<file path="config.mk">
export PLATFORM = sky130hd
export DESIGN_NAME = bmc_top
export DESIGN_NICKNAME = d
export VERILOG_FILES = /design/src/logic/bmc_pkg.sv /design/src/logic/bmc_top.sv
export VERILOG_INCLUDE_DIRS = /design/src /design/src/logic
export SDC_FILE = /design/constraint.sdc
export NUM_CORES = 1
export LEC_CHECK = 0
export BUFFER_PORTS_ARGS = -buffer_cell sky130_fd_sc_hd__buf_2
export CORE_MARGIN = 5
export CORE_UTILIZATION = 30
export CTS_BUF_LIST = sky130_fd_sc_hd__clkbuf_16
export DETAILED_ROUTE_END_ITERATION = 8
export HOLD_SLACK_MARGIN = 0.05
export PLACE_DENSITY_LB_ADDON = 0.3
export RECOVER_POWER = 100
export SYNTH_ARGS = -nofsm -noshare
export SYNTH_HDL_FRONTEND = slang
export SYNTH_SLANG_ARGS = --single-unit
export TNS_END_PERCENT = 100
</file>
<file path="constraint.sdc">
create_clock -name pclk -period 3.3 [get_ports pclk]
set_clock_uncertainty 0.05 [all_clocks]
set_input_delay 0.495 -clock pclk [delete_from_list [all_inputs] [get_ports pclk]]
set_output_delay 0.495 -clock pclk [all_outputs]
set_load 0.05 [all_outputs]
</file>
<file path="src/logic/bmc_params.svh">
// Offsets, field positions, first characters and timing figures of the bootstrap mode control.
`ifndef BMC_PARAMS_SVH
`define BMC_PARAMS_SVH
`define BMC_ADDR_W        8
`define BMC_OFF_MODE      8'h00
`define BMC_OFF_BAUD      8'h04
`define BMC_OFF_RXDATA    8'h08
`define BMC_BIT_EXP       0
`define BMC_BIT_SPC       1
`define BMC_BIT_BOOT      2
`define BMC_BIT_UNSEC     3
`define BMC_BIT_SECURED   4
`define BMC_BIT_ALT       0
`define BMC_BIT_FIRST     1
`define BMC_BIT_FERR      2
`define BMC_BIT_RXVALID   3
`define BMC_FIRST_LSB     8
`define BMC_CLK_HZ        100000000
`define BMC_BAUD_HI       7812
`define BMC_BAUD_LO       1200
`define BMC_TIMEOUT_BITS  40
`define BMC_BOOT_ROM_BYTES 192
`define BMC_CHAR_DEFAULT  8'hFF
`define BMC_CHAR_ALT_A    8'hC0
`define BMC_CHAR_ALT_B    8'hE0
`define BMC_DATA_BITS     8
`endif

</file>
<file path="src/logic/bmc_pkg.sv">
// Types shared by the bootstrap mode control logic.
package bmc_pkg;
  typedef struct packed {
    logic unsec;
    logic boot_en;
    logic special;
    logic expanded;
  } bmc_mode_s;

  typedef enum logic [1:0] {
    BMC_RX_IDLE  = 2'b00,
    BMC_RX_START = 2'b01,
    BMC_RX_DATA  = 2'b10,
    BMC_RX_STOP  = 2'b11
  } bmc_rx_state_e;
endpackage

</file>
<file path="src/logic/bmc_top.sv">
// Bootstrap mode control: reset mode capture, boot ROM and vector control, baud discrimination.
//
// Added by the designer: the APB interface to the registers and the placing of the registers.
`timescale 1ns/10ps
`include "bmc_params.svh"

// How it works
// - At reset release the expansion-select pin is copied into the expanded mode bit.
// - At reset release the special mode bit takes the inverted special-select pin.
// - The two pins decode into the four modes; mode bits follow that decode.
// - Boot ROM enable resets to one in special bootstrap, zero otherwise.
// - Boot ROM enable is writable only in special modes; reads zero in normal modes.
// - The 192-byte boot ROM is mapped only while boot ROM enable is one.
// - With special mode set, A14 is forced low on every vector fetch.
// - Software writes to mode bits take effect only while special mode is set.
// - A secured part ignores the expansion-select pin at reset.
// - Security is released through bootstrap only after EEPROM and RAM are erased.
// - First char 0xFF keeps the higher rate; 0xC0 or 0xE0 means the lower rate.
// - Start edge confirmed mid-bit, data sampled at centres, stop sample must be one.
// - After the lower-rate pattern, bit time and character timeout are rescaled.
module bmc_top #(
  parameter int unsigned BIT_HI_CYC = `BMC_CLK_HZ / `BMC_BAUD_HI,
  parameter int unsigned BIT_LO_CYC = `BMC_CLK_HZ / `BMC_BAUD_LO
) (
  input  wire logic                   pclk,
  input  wire logic                   presetn,
  input  wire logic                   psel,
  input  wire logic                   penable,
  input  wire logic                   pwrite,
  input  wire logic [`BMC_ADDR_W-1:0] paddr,
  input  wire logic [31:0]            pwdata,
  output logic                        pready,
  output logic [31:0]                 prdata,
  output logic                        pslverr,
  input  wire logic                   expansion_select_pin,
  input  wire logic                   special_select_pin_n,
  input  wire logic                   security_disable_bit,
  input  wire logic                   erase_done,
  input  wire logic                   vector_fetch,
  input  wire logic                   cpu_addr_a14,
  output logic                        addr_a14,
  output logic                        boot_rom_mapped,
  output logic                        expanded_mode_bit,
  output logic                        special_mode_bit,
  input  wire logic                   rxd,
  output logic                        rx_valid,
  output logic [7:0]                  rx_data,
  output logic                        baud_alt,
  output logic [31:0]                 char_timeout_cyc
);

  // Long bit times are parameters so a bench can shorten them.
  if (BIT_HI_CYC < 4 || BIT_LO_CYC <= BIT_HI_CYC) begin : g_check
    $error("bmc_top: bit times must be at least 4 and the low rate slower");
  end

  // True for a first character that betrays a host sending at the lower rate.
  function automatic logic is_alt_char(input logic [7:0] c);
    is_alt_char = (c == `BMC_CHAR_ALT_A) || (c == `BMC_CHAR_ALT_B);
  endfunction

  // ---------------- Mode, vectors and bus ----------------
  bmc_pkg::bmc_mode_s mode_reg, mode_next;
  logic               capture_reg, capture_next;
  logic               a14_reg, a14_next;
  logic               pready_reg, pready_next;
  logic               pslverr_reg, pslverr_next;
  logic [31:0]        prdata_reg, prdata_next;
  logic               secured;
  logic               wr_en;
  logic               acc;

  // Rx-side state that the bus reads back.
  logic               alt_reg;
  logic               first_reg;
  logic               ferr_reg;
  logic               rxv_reg;
  logic [7:0]         first_char_reg;
  logic [7:0]         rxd_reg;

  // A secured part sees the expansion pin as zero, so the special pin alone picks the mode.
  assign secured = ~security_disable_bit & ~mode_reg.unsec;
  assign acc     = psel & penable;
  // Writes land only at the edge that samples pready high, after which the master releases.
  assign wr_en   = acc & pready_reg & pwrite;

  // Next values of the mode bits, the A14 gate and the APB answer.
  always_comb begin
    mode_next    = mode_reg;
    capture_next = 1'b0;
    // sample at release
    // Pins count only at this one edge; afterwards software alone may move the bits.
    if (capture_reg) begin
      mode_next.expanded = expansion_select_pin & ~secured;
      mode_next.special  = ~special_select_pin_n;
      mode_next.boot_en  = ~special_select_pin_n & ~(expansion_select_pin & ~secured);
    end else if (wr_en && paddr == `BMC_OFF_MODE) begin
      if (mode_reg.special) begin
        mode_next.expanded = pwdata[`BMC_BIT_EXP];
        mode_next.special  = pwdata[`BMC_BIT_SPC];
        mode_next.boot_en  = pwdata[`BMC_BIT_BOOT];
        // unsecure only after erase
        // Only bootstrap may unsecure; special test would expose memory to the bus.
        if (pwdata[`BMC_BIT_UNSEC] && erase_done && !mode_reg.expanded) begin
          mode_next.unsec = 1'b1;
        end
      end
    end
    if (!mode_next.special) begin
      mode_next.boot_en = 1'b0;
    end
    a14_next = cpu_addr_a14 & ~(vector_fetch & mode_reg.special);
    // One wait state: pready rises in the second access cycle.
    pready_next  = acc & ~pready_reg;
    pslverr_next = 1'b0;
    // Read data stays zero outside the answer cycle, so no idle value leaks onto the bus.
    prdata_next  = 32'h0000_0000;
    if (acc && !pready_reg) begin
      case (paddr)
        `BMC_OFF_MODE: begin
          prdata_next[`BMC_BIT_EXP]     = mode_reg.expanded;
          prdata_next[`BMC_BIT_SPC]     = mode_reg.special;
          prdata_next[`BMC_BIT_BOOT]    = mode_reg.boot_en;
          prdata_next[`BMC_BIT_UNSEC]   = mode_reg.unsec;
          prdata_next[`BMC_BIT_SECURED] = secured;
        end
        `BMC_OFF_BAUD: begin
          prdata_next[`BMC_BIT_ALT]     = alt_reg;
          prdata_next[`BMC_BIT_FIRST]   = first_reg;
          prdata_next[`BMC_BIT_FERR]    = ferr_reg;
          prdata_next[`BMC_BIT_RXVALID] = rxv_reg;
          prdata_next[`BMC_FIRST_LSB +: 8] = first_char_reg;
        end
        `BMC_OFF_RXDATA: begin
          prdata_next[7:0] = rxd_reg;
        end
        default: begin
          pslverr_next = 1'b1;
        end
      endcase
    end
  end

  // Registers of the mode group; capture is armed by reset and fires once after release.
  always_ff @(posedge pclk or negedge presetn) begin
    if (!presetn) begin
      mode_reg    <= '0;
      capture_reg <= 1'b1;
      a14_reg     <= 1'b0;
      pready_reg  <= 1'b0;
      pslverr_reg <= 1'b0;
      prdata_reg  <= 32'h0000_0000;
    end else begin
      mode_reg    <= mode_next;
      capture_reg <= capture_next;
      a14_reg     <= a14_next;
      pready_reg  <= pready_next;
      pslverr_reg <= pslverr_next;
      prdata_reg  <= prdata_next;
    end
  end

  // ---------------- Serial receiver and baud discrimination ----------------
  bmc_pkg::bmc_rx_state_e st_reg, st_next;
  logic [31:0]        cnt_reg, cnt_next;
  logic [2:0]         bit_reg, bit_next;
  logic [7:0]         sh_reg, sh_next;
  logic               rx_prev_reg, rx_prev_next;
  logic               alt_next, first_next, ferr_next, rxv_next;
  logic [7:0]         first_char_next, rxd_next;
  logic [31:0]        tmo_reg, tmo_next;
  logic [31:0]        bit_cyc;

  assign bit_cyc = alt_reg ? BIT_LO_CYC : BIT_HI_CYC;

  // Receiver sequence; a long zero at the lower rate looks like 0xC0 or 0xE0 here.
  always_comb begin
    st_next         = st_reg;
    cnt_next        = cnt_reg;
    bit_next        = bit_reg;
    sh_next         = sh_reg;
    rx_prev_next    = rxd;
    alt_next        = alt_reg;
    first_next      = first_reg;
    ferr_next       = ferr_reg;
    rxv_next        = 1'b0;
    first_char_next = first_char_reg;
    rxd_next        = rxd_reg;
    // timeout follows bit time
    // The timeout tracks the current rate, so it rescales one cycle after the switch.
    tmo_next        = 32'(bit_cyc * `BMC_TIMEOUT_BITS);
    if (cnt_reg != 32'h0000_0000) begin
      cnt_next = cnt_reg - 32'h0000_0001;
    end
    case (st_reg)
      bmc_pkg::BMC_RX_IDLE: begin
        if (rx_prev_reg && !rxd) begin
          st_next  = bmc_pkg::BMC_RX_START;
          // Two cycles come off the half bit: one lost to edge detection and one to the
          // zero test, so the confirm sample lands on the centre of the start bit.
          cnt_next = (bit_cyc >> 1) - 32'h0000_0002;
        end
      end
      bmc_pkg::BMC_RX_START: begin
        if (cnt_reg == 32'h0000_0000) begin
          st_next  = rxd ? bmc_pkg::BMC_RX_IDLE : bmc_pkg::BMC_RX_DATA;
          cnt_next = bit_cyc - 32'h0000_0001;
          bit_next = 3'h0;
        end
      end
      bmc_pkg::BMC_RX_DATA: begin
        if (cnt_reg == 32'h0000_0000) begin
          sh_next  = {rxd, sh_reg[7:1]};
          cnt_next = bit_cyc - 32'h0000_0001;
          bit_next = bit_reg + 3'h1;
          if (bit_reg == 3'(`BMC_DATA_BITS - 1)) begin
            st_next = bmc_pkg::BMC_RX_STOP;
          end
        end
      end
      bmc_pkg::BMC_RX_STOP: begin
        if (cnt_reg == 32'h0000_0000) begin
          st_next = bmc_pkg::BMC_RX_IDLE;
          ferr_next = ~rxd;
          if (rxd) begin
            rxv_next = 1'b1;
            rxd_next = sh_reg;
            if (!first_reg) begin
              first_next      = 1'b1;
              first_char_next = sh_reg;
              alt_next        = is_alt_char(sh_reg);
            end
          end
        end
      end
      default: begin
        st_next = bmc_pkg::BMC_RX_IDLE;
      end
    endcase
  end

  // Registers of the receiver; the line idles high, so the edge detector resets high.
  always_ff @(posedge pclk or negedge presetn) begin
    if (!presetn) begin
      st_reg         <= bmc_pkg::BMC_RX_IDLE;
      cnt_reg        <= 32'h0000_0000;
      bit_reg        <= 3'h0;
      sh_reg         <= 8'h00;
      rx_prev_reg    <= 1'b1;
      alt_reg        <= 1'b0;
      first_reg      <= 1'b0;
      ferr_reg       <= 1'b0;
      rxv_reg        <= 1'b0;
      first_char_reg <= 8'h00;
      rxd_reg        <= 8'h00;
      tmo_reg        <= 32'h0000_0000;
    end else begin
      st_reg         <= st_next;
      cnt_reg        <= cnt_next;
      bit_reg        <= bit_next;
      sh_reg         <= sh_next;
      rx_prev_reg    <= rx_prev_next;
      alt_reg        <= alt_next;
      first_reg      <= first_next;
      ferr_reg       <= ferr_next;
      rxv_reg        <= rxv_next;
      first_char_reg <= first_char_next;
      rxd_reg        <= rxd_next;
      tmo_reg        <= tmo_next;
    end
  end

  // All outputs come from flip-flops.
  assign pready            = pready_reg;
  assign prdata            = prdata_reg;
  assign pslverr           = pslverr_reg;
  assign addr_a14          = a14_reg;
  assign boot_rom_mapped   = mode_reg.boot_en;
  assign expanded_mode_bit = mode_reg.expanded;
  assign special_mode_bit  = mode_reg.special;
  assign rx_valid          = rxv_reg;
  assign rx_data           = rxd_reg;
  assign baud_alt          = alt_reg;
  assign char_timeout_cyc  = tmo_reg;

endmodule

</file>
==> out/summary.txt, run 1 <==
Post-CTS setup buffers - 0
Max-cap violation count - 1
Die Ht - 138.0 um
Area leader, netlist - dfrtp_1
Total grt overflow - 0
Multi-input gate area - 2266 um2
Overall routing resource usage - 0.1174
Slew Limit Fails - 45
IO Port Bufs - 68
Full die area - 19040 um2
Largest net degree at the start of global routing - 45
Yosys cell types - 66
Layout cells sized above 1 - 0.1338
Fillers - 1662
Post-Syn Area - 4915 um2
WL/cell - 14.47 um
FP Rows - 46
Crit Path Class - reg2reg
Nets - 608
Max transition margin - -0.5199
HPWL after DPL - 8.287 mm
Minimum clock period - 3.022 ns
Post-route clock period utilization - 0.9158
DRC viols - 0
RD Place Congestion - 0.8497
Most common cell in the netlist - dfrtp_1
Failing checks - capacitance limit, slew limit
Vias - 3676
Hold_buf cts - 0
Synth Flop Type - dfrtp_1
Run status - finished, violations left
CORE AREA - 16000 um2
Critical path required time - 3.46 ns
Fin. Hold Viols - 0
Max reg flops - 32
Yosys top cell area share - 0.4633
Fmax - 330.9 MHz
Starting Density - 0.3072
Total Power - 2.326 mW
Synth Warn # - 0
P per Cell Area - 423.6 nW/um2
First-pass GRT wire length - 17.86 mm
DIE WIDTH - 138.0 um
CP arrival - 3.19 ns
Min Hold Slack - 0.2941 ns
H-tree depth - 3
Synth top area cells - dfrtp_1 (46%), buf_4 (7.2%), nand2_1 (4.0%)
CP endpoint kind - flip-flop
Initial antenna violation count - 0
Startpoint Class - flip-flop
CTS tree - built
Leakage - 2.558 nW
EDFF count, synth - 0
Post-synthesis sequential area ratio - 0.4740
Clock Sinks - 93
Top cells by count, synth - dfrtp_1 (91), nand2_1 (52), nor2_1 (48)
RSZ-0062 raised after global routing - false
Routed wire length - 11.12 mm
Worst hold-check path type - in2reg
Storage element area - 2330 um2
Setup violators final - 0
Post-route design area - 5490 um2
1st-pass router iterations - 4
I/O pin count - 132
Worst-path clk slew - 0.07 ns
Vias per inst - 4.780
Area Growth Syn to Fin - 11.71%
Vias in the first global route - 3539
# diodes - 0
Total CTS buffers - 9
Synth Instances - 489
Maximum vdd drop - 0.0002335 V
Resized cells post-CTS - 0
Setup TNS - 0 ns
Crit path max fanout - 15
Ys async rst share - 1.000
Syn_area_per_cell - 10.05 um2
Routed Antenna Nets - 0
#FFs+latches synth - 93
Worst skew pair latency - 0.34 ns
Root Driver - clkbuf_16
Worst-Margin Slew - 2.280 ns
Placed instance area - 5290 um2
Iteration-0 DRC Markers - 239
Clk buf depth - 2
-- critical path, cell delays in order (launching register included) --
cell and delay (ns):
dfrtp_1 0.40, inv_1 0.11, ha_1 0.26, or4b_2 0.65
nor4_4 0.25, nand4_2 0.33, a21oi_1 0.38, clkbuf_2 0.36
nor2_1 0.10
-- logic make-up after synthesis --
kind of cell	after synthesis	synth area share
and+or+nand+nor	204	0.2408
DFF	93	0.4740
AOI/OAI and AO/OA	70	0.08707
buffers and inverters	69	0.08961
muxes	22	0.04914
xor gates and xnor gates	21	0.03742
adders and majority gates	8	0.02037
other	2	0.001528
-- metrics by stage --
stage | std cells | setup WS, ns | util
after floorplan | 524 | 0.6803 | -
after global placement | 753 | 0.3469 | 0.3306
after detailed placement | 753 | 0.2849 | 0.3306
after CTS | 769 | 0.2519 | 0.3483
after global routing | 769 | 0.1100 | 0.3431
final | 769 | 0.2779 | 0.3431
-- per-layer routing --
layer | up-vias | GRT usage | wire, um
met3 | 14 | 0.02830 | 939
met5 | - | 0 | 0
li1 | 1744 | - | -
met2 | 142 | 0.1971 | 5214
met1 | 1776 | 0.1506 | 4855
met4 | 0 | 0.03458 | 114
-- power by group --
part	total (mW)	switching [mW]	internal, mW
logic	0.188	0.165	0.0235
clock network	0.982	0.461	0.521
registers	1.16	0.00742	1.15
-- path summary, 6_finish.rpt --
check	cells after the start	start	endpoint	slack [ns]
setup / recovery	8	cnt_reg[0]	cnt_reg[25]	0.28
hold / removal	2	vector_fetch	addr_a14	0.29
setup reg to reg	8	cnt_reg[0]	cnt_reg[25]	0.28
hold reg to reg	2	bit_reg[2]	bit_reg[2]	0.42
max in group asynchronous	2	presetn	cnt_reg[14]	0.73
min in group asynchronous	1	presetn	prdata[5]	0.78
-- area by class of cell --
cell class	count	share of cell area
clock buffers	9	0.04102
clock inverters	7	0.01048
inverters	9	0.006153
multi-input cells	362	0.4127
flip-flops and latches	93	0.4243
well taps	216	0.04923
repair buffers	73	0.05606
-- cell usage in the layout, fill, tap and decap left out, types with 8 or more instances in the layout --
cell type	count
dfrtp_1	91
nand2_1	52
nor2_1	48
clkbuf_1	48
conb_1	37
a21oi_1	27
nor3_1	23
buf_2	21
o21ai_0	16
xnor2_1	13
inv_1	10
mux2_2	9
and2_0	9
clkbuf_16	9
xor2_1	8
mux2_1	8
ha_1	8
No activity file was read; power rests on OpenSTA's default activity.
==> run 2: changes to the inputs <==
--- a/config.mk
+++ b/config.mk
@@ -6,13 +6,13 @@
 export SDC_FILE = /design/constraint.sdc
 export NUM_CORES = 1
 export LEC_CHECK = 0
+export ABC_AREA = 1
 export BUFFER_PORTS_ARGS = -buffer_cell sky130_fd_sc_hd__buf_2
 export CORE_MARGIN = 5
 export CORE_UTILIZATION = 30
 export CTS_BUF_LIST = sky130_fd_sc_hd__clkbuf_16
 export DETAILED_ROUTE_END_ITERATION = 8
 export HOLD_SLACK_MARGIN = 0.05
-export PLACE_DENSITY_LB_ADDON = 0.3
 export RECOVER_POWER = 100
 export SYNTH_ARGS = -nofsm -noshare
 export SYNTH_HDL_FRONTEND = slang
==> out/summary.txt, run 2 <==
Run status - finished, violations left
Failing checks - capacitance limit, slew limit
Full die area - 20210 um2
Simple-gate share of the synthesized area - 0.2925
CP arrival - 2.86 ns
DRC viols - 0
CTS tree - built
Area leader, netlist - dfrtp_1
Max-cap violation count - 1
1st-pass router iterations - 4
Slew Limit Fails - 63
IO Port Bufs - 68
Post-Syn Area - 5240 um2
Iteration-0 DRC Markers - 308
Post-CTS setup buffers - 0
Critical path required time - 3.47 ns
#FFs+latches synth - 93
Routed wire length - 12.28 mm
Storage element area - 2330 um2
Fin. Hold Viols - 0
Starting Density - 0.3040
Largest net degree at the start of global routing - 63
Fillers - 1896
Most common cell in the netlist - nand2_1
Resized cells post-CTS - 0
Min Hold Slack - 0.2856 ns
Combinational fraction of design power - 0.436
Setup TNS - 0 ns
Hold_buf cts - 0
Post-synthesis sequential area ratio - 0.4446
Vias in the first global route - 4036
Startpoint Class - flip-flop
Commonest non-fill, non-tap cell in the layout - nand2_1
FP Rows - 48
Maximum vdd drop - 0.0002992 V
RD Place Congestion - 0.8640
Synth Area in Compound Gates - 0.08381
Total grt overflow - 0
Max transition margin - -0.02977
Clock Sinks - 93
H-tree depth - 3
Vias - 4270
Nets - 797
Multi-input gate area - 2267 um2
Die Ht - 142.2 um
Largest family of logic cells by synthesized area - simple AND/OR/NAND/NOR gates
Leakage - 2.936 nW
Slowest CP cell - nor2_1
Yosys top cell area share - 0.4346
Crit path max fanout - 12
Setup violators final - 0
Initial antenna violation count - 0
Ys async rst share - 1.000
DIE WIDTH - 142.2 um
Synth Instances - 673
Sw power - 1.981 mW
Yosys cell types - 40
Area Growth Syn to Fin - 10.48%
P per Cell Area - 758.4 nW/um2
Synth Area in XOR/XNOR - 0.02173
Worst skew pair latency - 0.34 ns
Post-route clock period utilization - 0.8150
EDFF count, synth - 0
CP bufs+invs - 0
Worst-path clk slew - 0.07 ns
Commonest cells after routing, fill and taps aside - nand2_1 (163), nor2_1 (101), dfrtp_1 (91), inv_1 (80), clkbuf_1 (49)
Clock Power Share - 0.232
CP endpoint kind - flip-flop
Sw Ratio - 0.4513
Layout cells sized above 1 - 0.08221
Syn_area_per_cell - 7.786 um2
Synth top area cells - dfrtp_1 (43%), nand2_1 (12%), nor2_1 (7.0%)
CP cell instances - nor2_1 -> nand2_1 -> nor2_1 -> nand3_1 -> nor2_1 -> o21ai_0 -> nand2_1 -> o21ai_0
Area share of fa/ha/maj cells after synthesis - 0.01910
Total CTS buffers - 9
Root Driver - clkbuf_16
CORE AREA - 17240 um2
Minimum clock period - 2.689 ns
Synth Flop Type - dfrtp_1
Max reg flops - 32
Post-synthesis mux area share - 0
CP top delay family - simple AND/OR/NAND/NOR gates
Synth Warn # - 0
Overall routing resource usage - 0.1208
Crit-path max cell delay - 0.87 ns
Vias per inst - 4.416
WL/cell - 12.70 um
RSZ-0062 raised after global routing - false
CP dominant cell by count - nor2_1
Worst hold-check path type - in2reg
Fmax - 371.8 MHz
Clk buf depth - 2
Worst-Margin Slew - 1.545 ns
Top cells by count, synth - nand2_1 (163), nor2_1 (98), dfrtp_1 (91)
Part of the power in registers - 0.332
Routed Antenna Nets - 0
I/O pin count - 132
Int Power - 2.409 mW
Crit Path Class - reg2reg
First-pass GRT wire length - 20.13 mm
# diodes - 0
HPWL after DPL - 9.401 mm
## run 2: cell types whose count changed in the layout (fill, tap and decap cells not counted), moves of 9 or more
cell | previous run | this run
nor2_1 | 48 | 101
nand2_1 | 52 | 163
xnor2_1 | 13 | 4
mux2_2 | 9 | 0
nand3_1 | 6 | 38
and2_0 | 9 | 0
a21oi_1 | 27 | 8
o21ai_0 | 16 | 40
inv_1 | 10 | 80
nor3_1 | 23 | 11
## run 2: per-stage QoR
step | util | instances | area [um2] | power (mW) | worst slack (ns)
6_report | 0.3359 | 967 | 5789 | 4.391 | 0.6106
5_1_grt | 0.3359 | 967 | 5789 | 4.767 | 0.4058
4_1_cts | 0.3434 | 967 | 5918 | 4.459 | 0.9875
3_5_place_dp | 0.3263 | 951 | 5624 | 3.427 | 1.012
3_3_place_gp | 0.3263 | 951 | 5624 | 3.413 | 0.9660
2_1_floorplan | - | 708 | 5371 | 3.046 | 1.566
## run 2: area by class of cell
type                       instances  share of cell area
sequential                        93              0.4024
multi-input combinational        476              0.3916
inverter                          86             0.05576
timing repair buffer              71             0.05079
tap                              225             0.04863
clock buffer                       9             0.03890
clock inverter                     7             0.01189
## run 2: kinds of logic after synthesis
group / Yosys count
other cells: 2
simple gates: 345
xor+xnor: 13
fa+ha+maj: 8
compound gates: 73
buf+inv: 139
flops: 93
## run 2: routing by layer
| metal | share of wire | up-vias | global-route usage |
|---|---|---|---|
| met3 | 0.042 | 9 | 0.02218 |
| met1 | 0.48 | 1996 | 0.1729 |
| li1 | - | 2177 | - |
| met5 | 0 | - | 0 |
| met2 | 0.47 | 88 | 0.1923 |
| met4 | 0.0069 | 0 | 0.02374 |
## run 2: power groups by stage
| stage | registers [mW] | logic, mW | clock network, mW |
|---|---|---|---|
| 6_report | 1.46 | 1.92 | 1.02 |
| 3_3_place_gp | 1.48 | 1.94 | 0 |
| 3_5_place_dp | 1.48 | 1.95 | 0 |
| 2_1_floorplan | 1.47 | 1.58 | 0 |
| 5_1_grt | 1.48 | 2.19 | 1.10 |
| 4_1_cts | 1.46 | 1.96 | 1.04 |
## run 2: worst register-to-register path: stages (launching register included)
cell and delay, ns:
dfrtp_1 0.42, nor2_1 0.22, nand2_1 0.12, nor2_1 0.19
nand3_1 0.09, nor2_1 0.87, o21ai_0 0.39, nand2_1 0.13
o21ai_0 0.09
## run 2: final timing paths
check	startpoint	end	slack, ns	cells after the start
max reg2reg	cnt_reg[9]	bit_reg[0]	0.61	8
min in group asynchronous	presetn	addr_a14	0.48	1
min	vector_fetch	addr_a14	0.29	2
min reg2reg	bit_reg[1]	bit_reg[1]	0.43	2
max in group asynchronous	presetn	prdata[3]	1.23	2
max	cnt_reg[9]	bit_reg[0]	0.61	8
==> run 3: changes to the inputs <==
==> constraint.sdc (replaced) <==
create_clock -name pclk -period 2.8 [get_ports pclk]
set_clock_uncertainty 0.05 [all_clocks]
set_input_delay 0.42 -clock pclk [delete_from_list [all_inputs] [get_ports pclk]]
set_output_delay 0.42 -clock pclk [all_outputs]
set_load 0.05 [all_outputs]
==> out/summary.txt, run 3 (same netlist as run 2, synthesis figures left out) <==
Run status - completed
Minimum clock period - 2.262 ns
Iteration-0 DRC Markers - 283
P per Cell Area - 903.9 nW/um2
CP arrival - 2.44 ns
Total CTS buffers - 9
Worst-Margin Slew - 1.049 ns
Crit path max fanout - 18
Resized cells post-CTS - 0
Area Growth Syn to Fin - 11.51%
Max transition margin - 0.3008
Full die area - 20210 um2
Post-route clock period utilization - 0.8078
Pre-CTS setup slack - 0.6159 ns
Vias in the first global route - 3994
Die Ht - 142.2 um
Post-route design area - 5843 um2
Max-cap violation count - 0
Fillers - 1842
CORE AREA - 17240 um2
Initial antenna violation count - 0
Clock Sinks - 93
WL/cell - 12.54 um
Post-layout util - 0.3390
Hold_buf cts - 1
Routed wire length - 12.19 mm
Commonest non-fill, non-tap cell in the layout - nand2_1
Vias - 4271
Post-CTS setup buffers - 0
Clk buf depth - 2
DIE WIDTH - 142.2 um
Total grt overflow - 0
Setup violators final - 0
Crit path setup slack, layout - 0.5383 ns
Maximum vdd drop - 0.0003923 V
Worst-path clk slew - 0.07 ns
Fmax - 442.1 MHz
1st-pass router iterations - 5
RSZ-0062 raised after global routing - false
Leakage - 2.974 nW
Starting Density - 0.3040
DRC viols - 0
CP bufs+invs - 0
Placed instance area - 5667 um2
# diodes - 0
Largest net degree at the start of global routing - 41
I/O pin count - 132
Slew Limit Fails - 0
Fin. Hold Viols - 0
Critical path required time - 2.97 ns
Slowest CP cell - dfrtp_1
FP Rows - 48
Commonest cells after routing, fill and taps aside - nand2_1 (165), nor2_1 (100), dfrtp_1 (91), inv_1 (80), clkbuf_1 (50)
RD Place Congestion - 0.8613
H-tree depth - 3
Crit-path max cell delay - 0.43 ns
Startpoint Class - flip-flop
Max reg flops - 32
Crit Path Class - reg2reg
Worst skew pair latency - 0.35 ns
Overall routing resource usage - 0.1215
CP dominant cell by count - nor2_1
CTS tree - built
IO Port Bufs - 68
First-pass GRT wire length - 20.08 mm
Root Driver - clkbuf_16
Setup TNS - 0 ns
HPWL after DPL - 9.335 mm
CP cell instances - nor2_1 -> nand2_1 -> nor3_1 -> nand3_4 -> nor2_1 -> nand3_4 -> nor2_1 -> a21oi_2
Layout cells sized above 1 - 0.08434
Routed Antenna Nets - 0
Nets - 802
CP top delay family - simple AND/OR/NAND/NOR gates
CP endpoint kind - flip-flop
Vias per inst - 4.394
Worst hold-check path type - in2reg
## run 3: changes by cell type in the layout (fill, tap and decap cells not counted), moves of 2 or more
cell	delta
nand2_1	+2
o21ai_1	-3
nand2_2	-2
o21ai_0	+2
## run 3: final timing paths
check | start | end | slack [ns] | cells past startpoint
worst max register to register | cnt_reg[25] | baud_alt | 0.54 | 8
worst min register to register | first_char_reg[5] | first_char_reg[5] | 0.43 | 2
min in group asynchronous | presetn | special_mode_bit | 0.74 | 2
max in group asynchronous | presetn | sh_reg[2] | 0.95 | 3
worst min-delay path | vector_fetch | addr_a14 | 0.21 | 2
worst max-delay path | cnt_reg[25] | baud_alt | 0.54 | 8
## run 3: cell type report
class	count	area [um2]	share of cell area
multi-input combinational	476	2255	0.3859
clock inverter	7	88.84	0.01520
inverter	86	322.8	0.05525
timing repair buffer	76	340.3	0.05824
sequential	93	2330	0.3987
clock buffer	9	225.2	0.03854
tap	225	281.5	0.04818
## run 3: per-stage QoR
stage                     cells  hold WS, ns  power, mW
after floorplan             708      0.07441      3.590
after global placement      955       0.3864      4.033
after detailed placement    955       0.3935      4.053
after CTS                   972       0.2011      5.365
after global routing        972       0.2188      5.730
final                       972       0.2109      5.282
## run 3: layer usage
metal	track usage	routed length, um	share of wire
met5	0	0	0
met1	0.1738	5877	0.48
met3	0.02386	612	0.050
met4	0.03586	144	0.012
met2	0.1868	5556	0.46
## run 3: power breakdown
| group | switching [mW] | internal [mW] | leakage, nW | total (mW) |
|---|---|---|---|---|
| combinational | 1.59 | 0.680 | 1.59 | 2.27 |
| sequential | 0.178 | 1.54 | 1.23 | 1.72 |
| clock | 0.576 | 0.718 | 0.152 | 1.29 |
| total | 2.35 | 2.94 | 2.97 | 5.28 |
## run 3: worst reg2reg max path: cells and delay by family (launching register included)
family / cells / cell delay, ns
flip-flops: 1 / 0.43
AND/OR/NAND/NOR: 7 / 1.62
AO/OA/AOI/OAI: 1 / 0.04
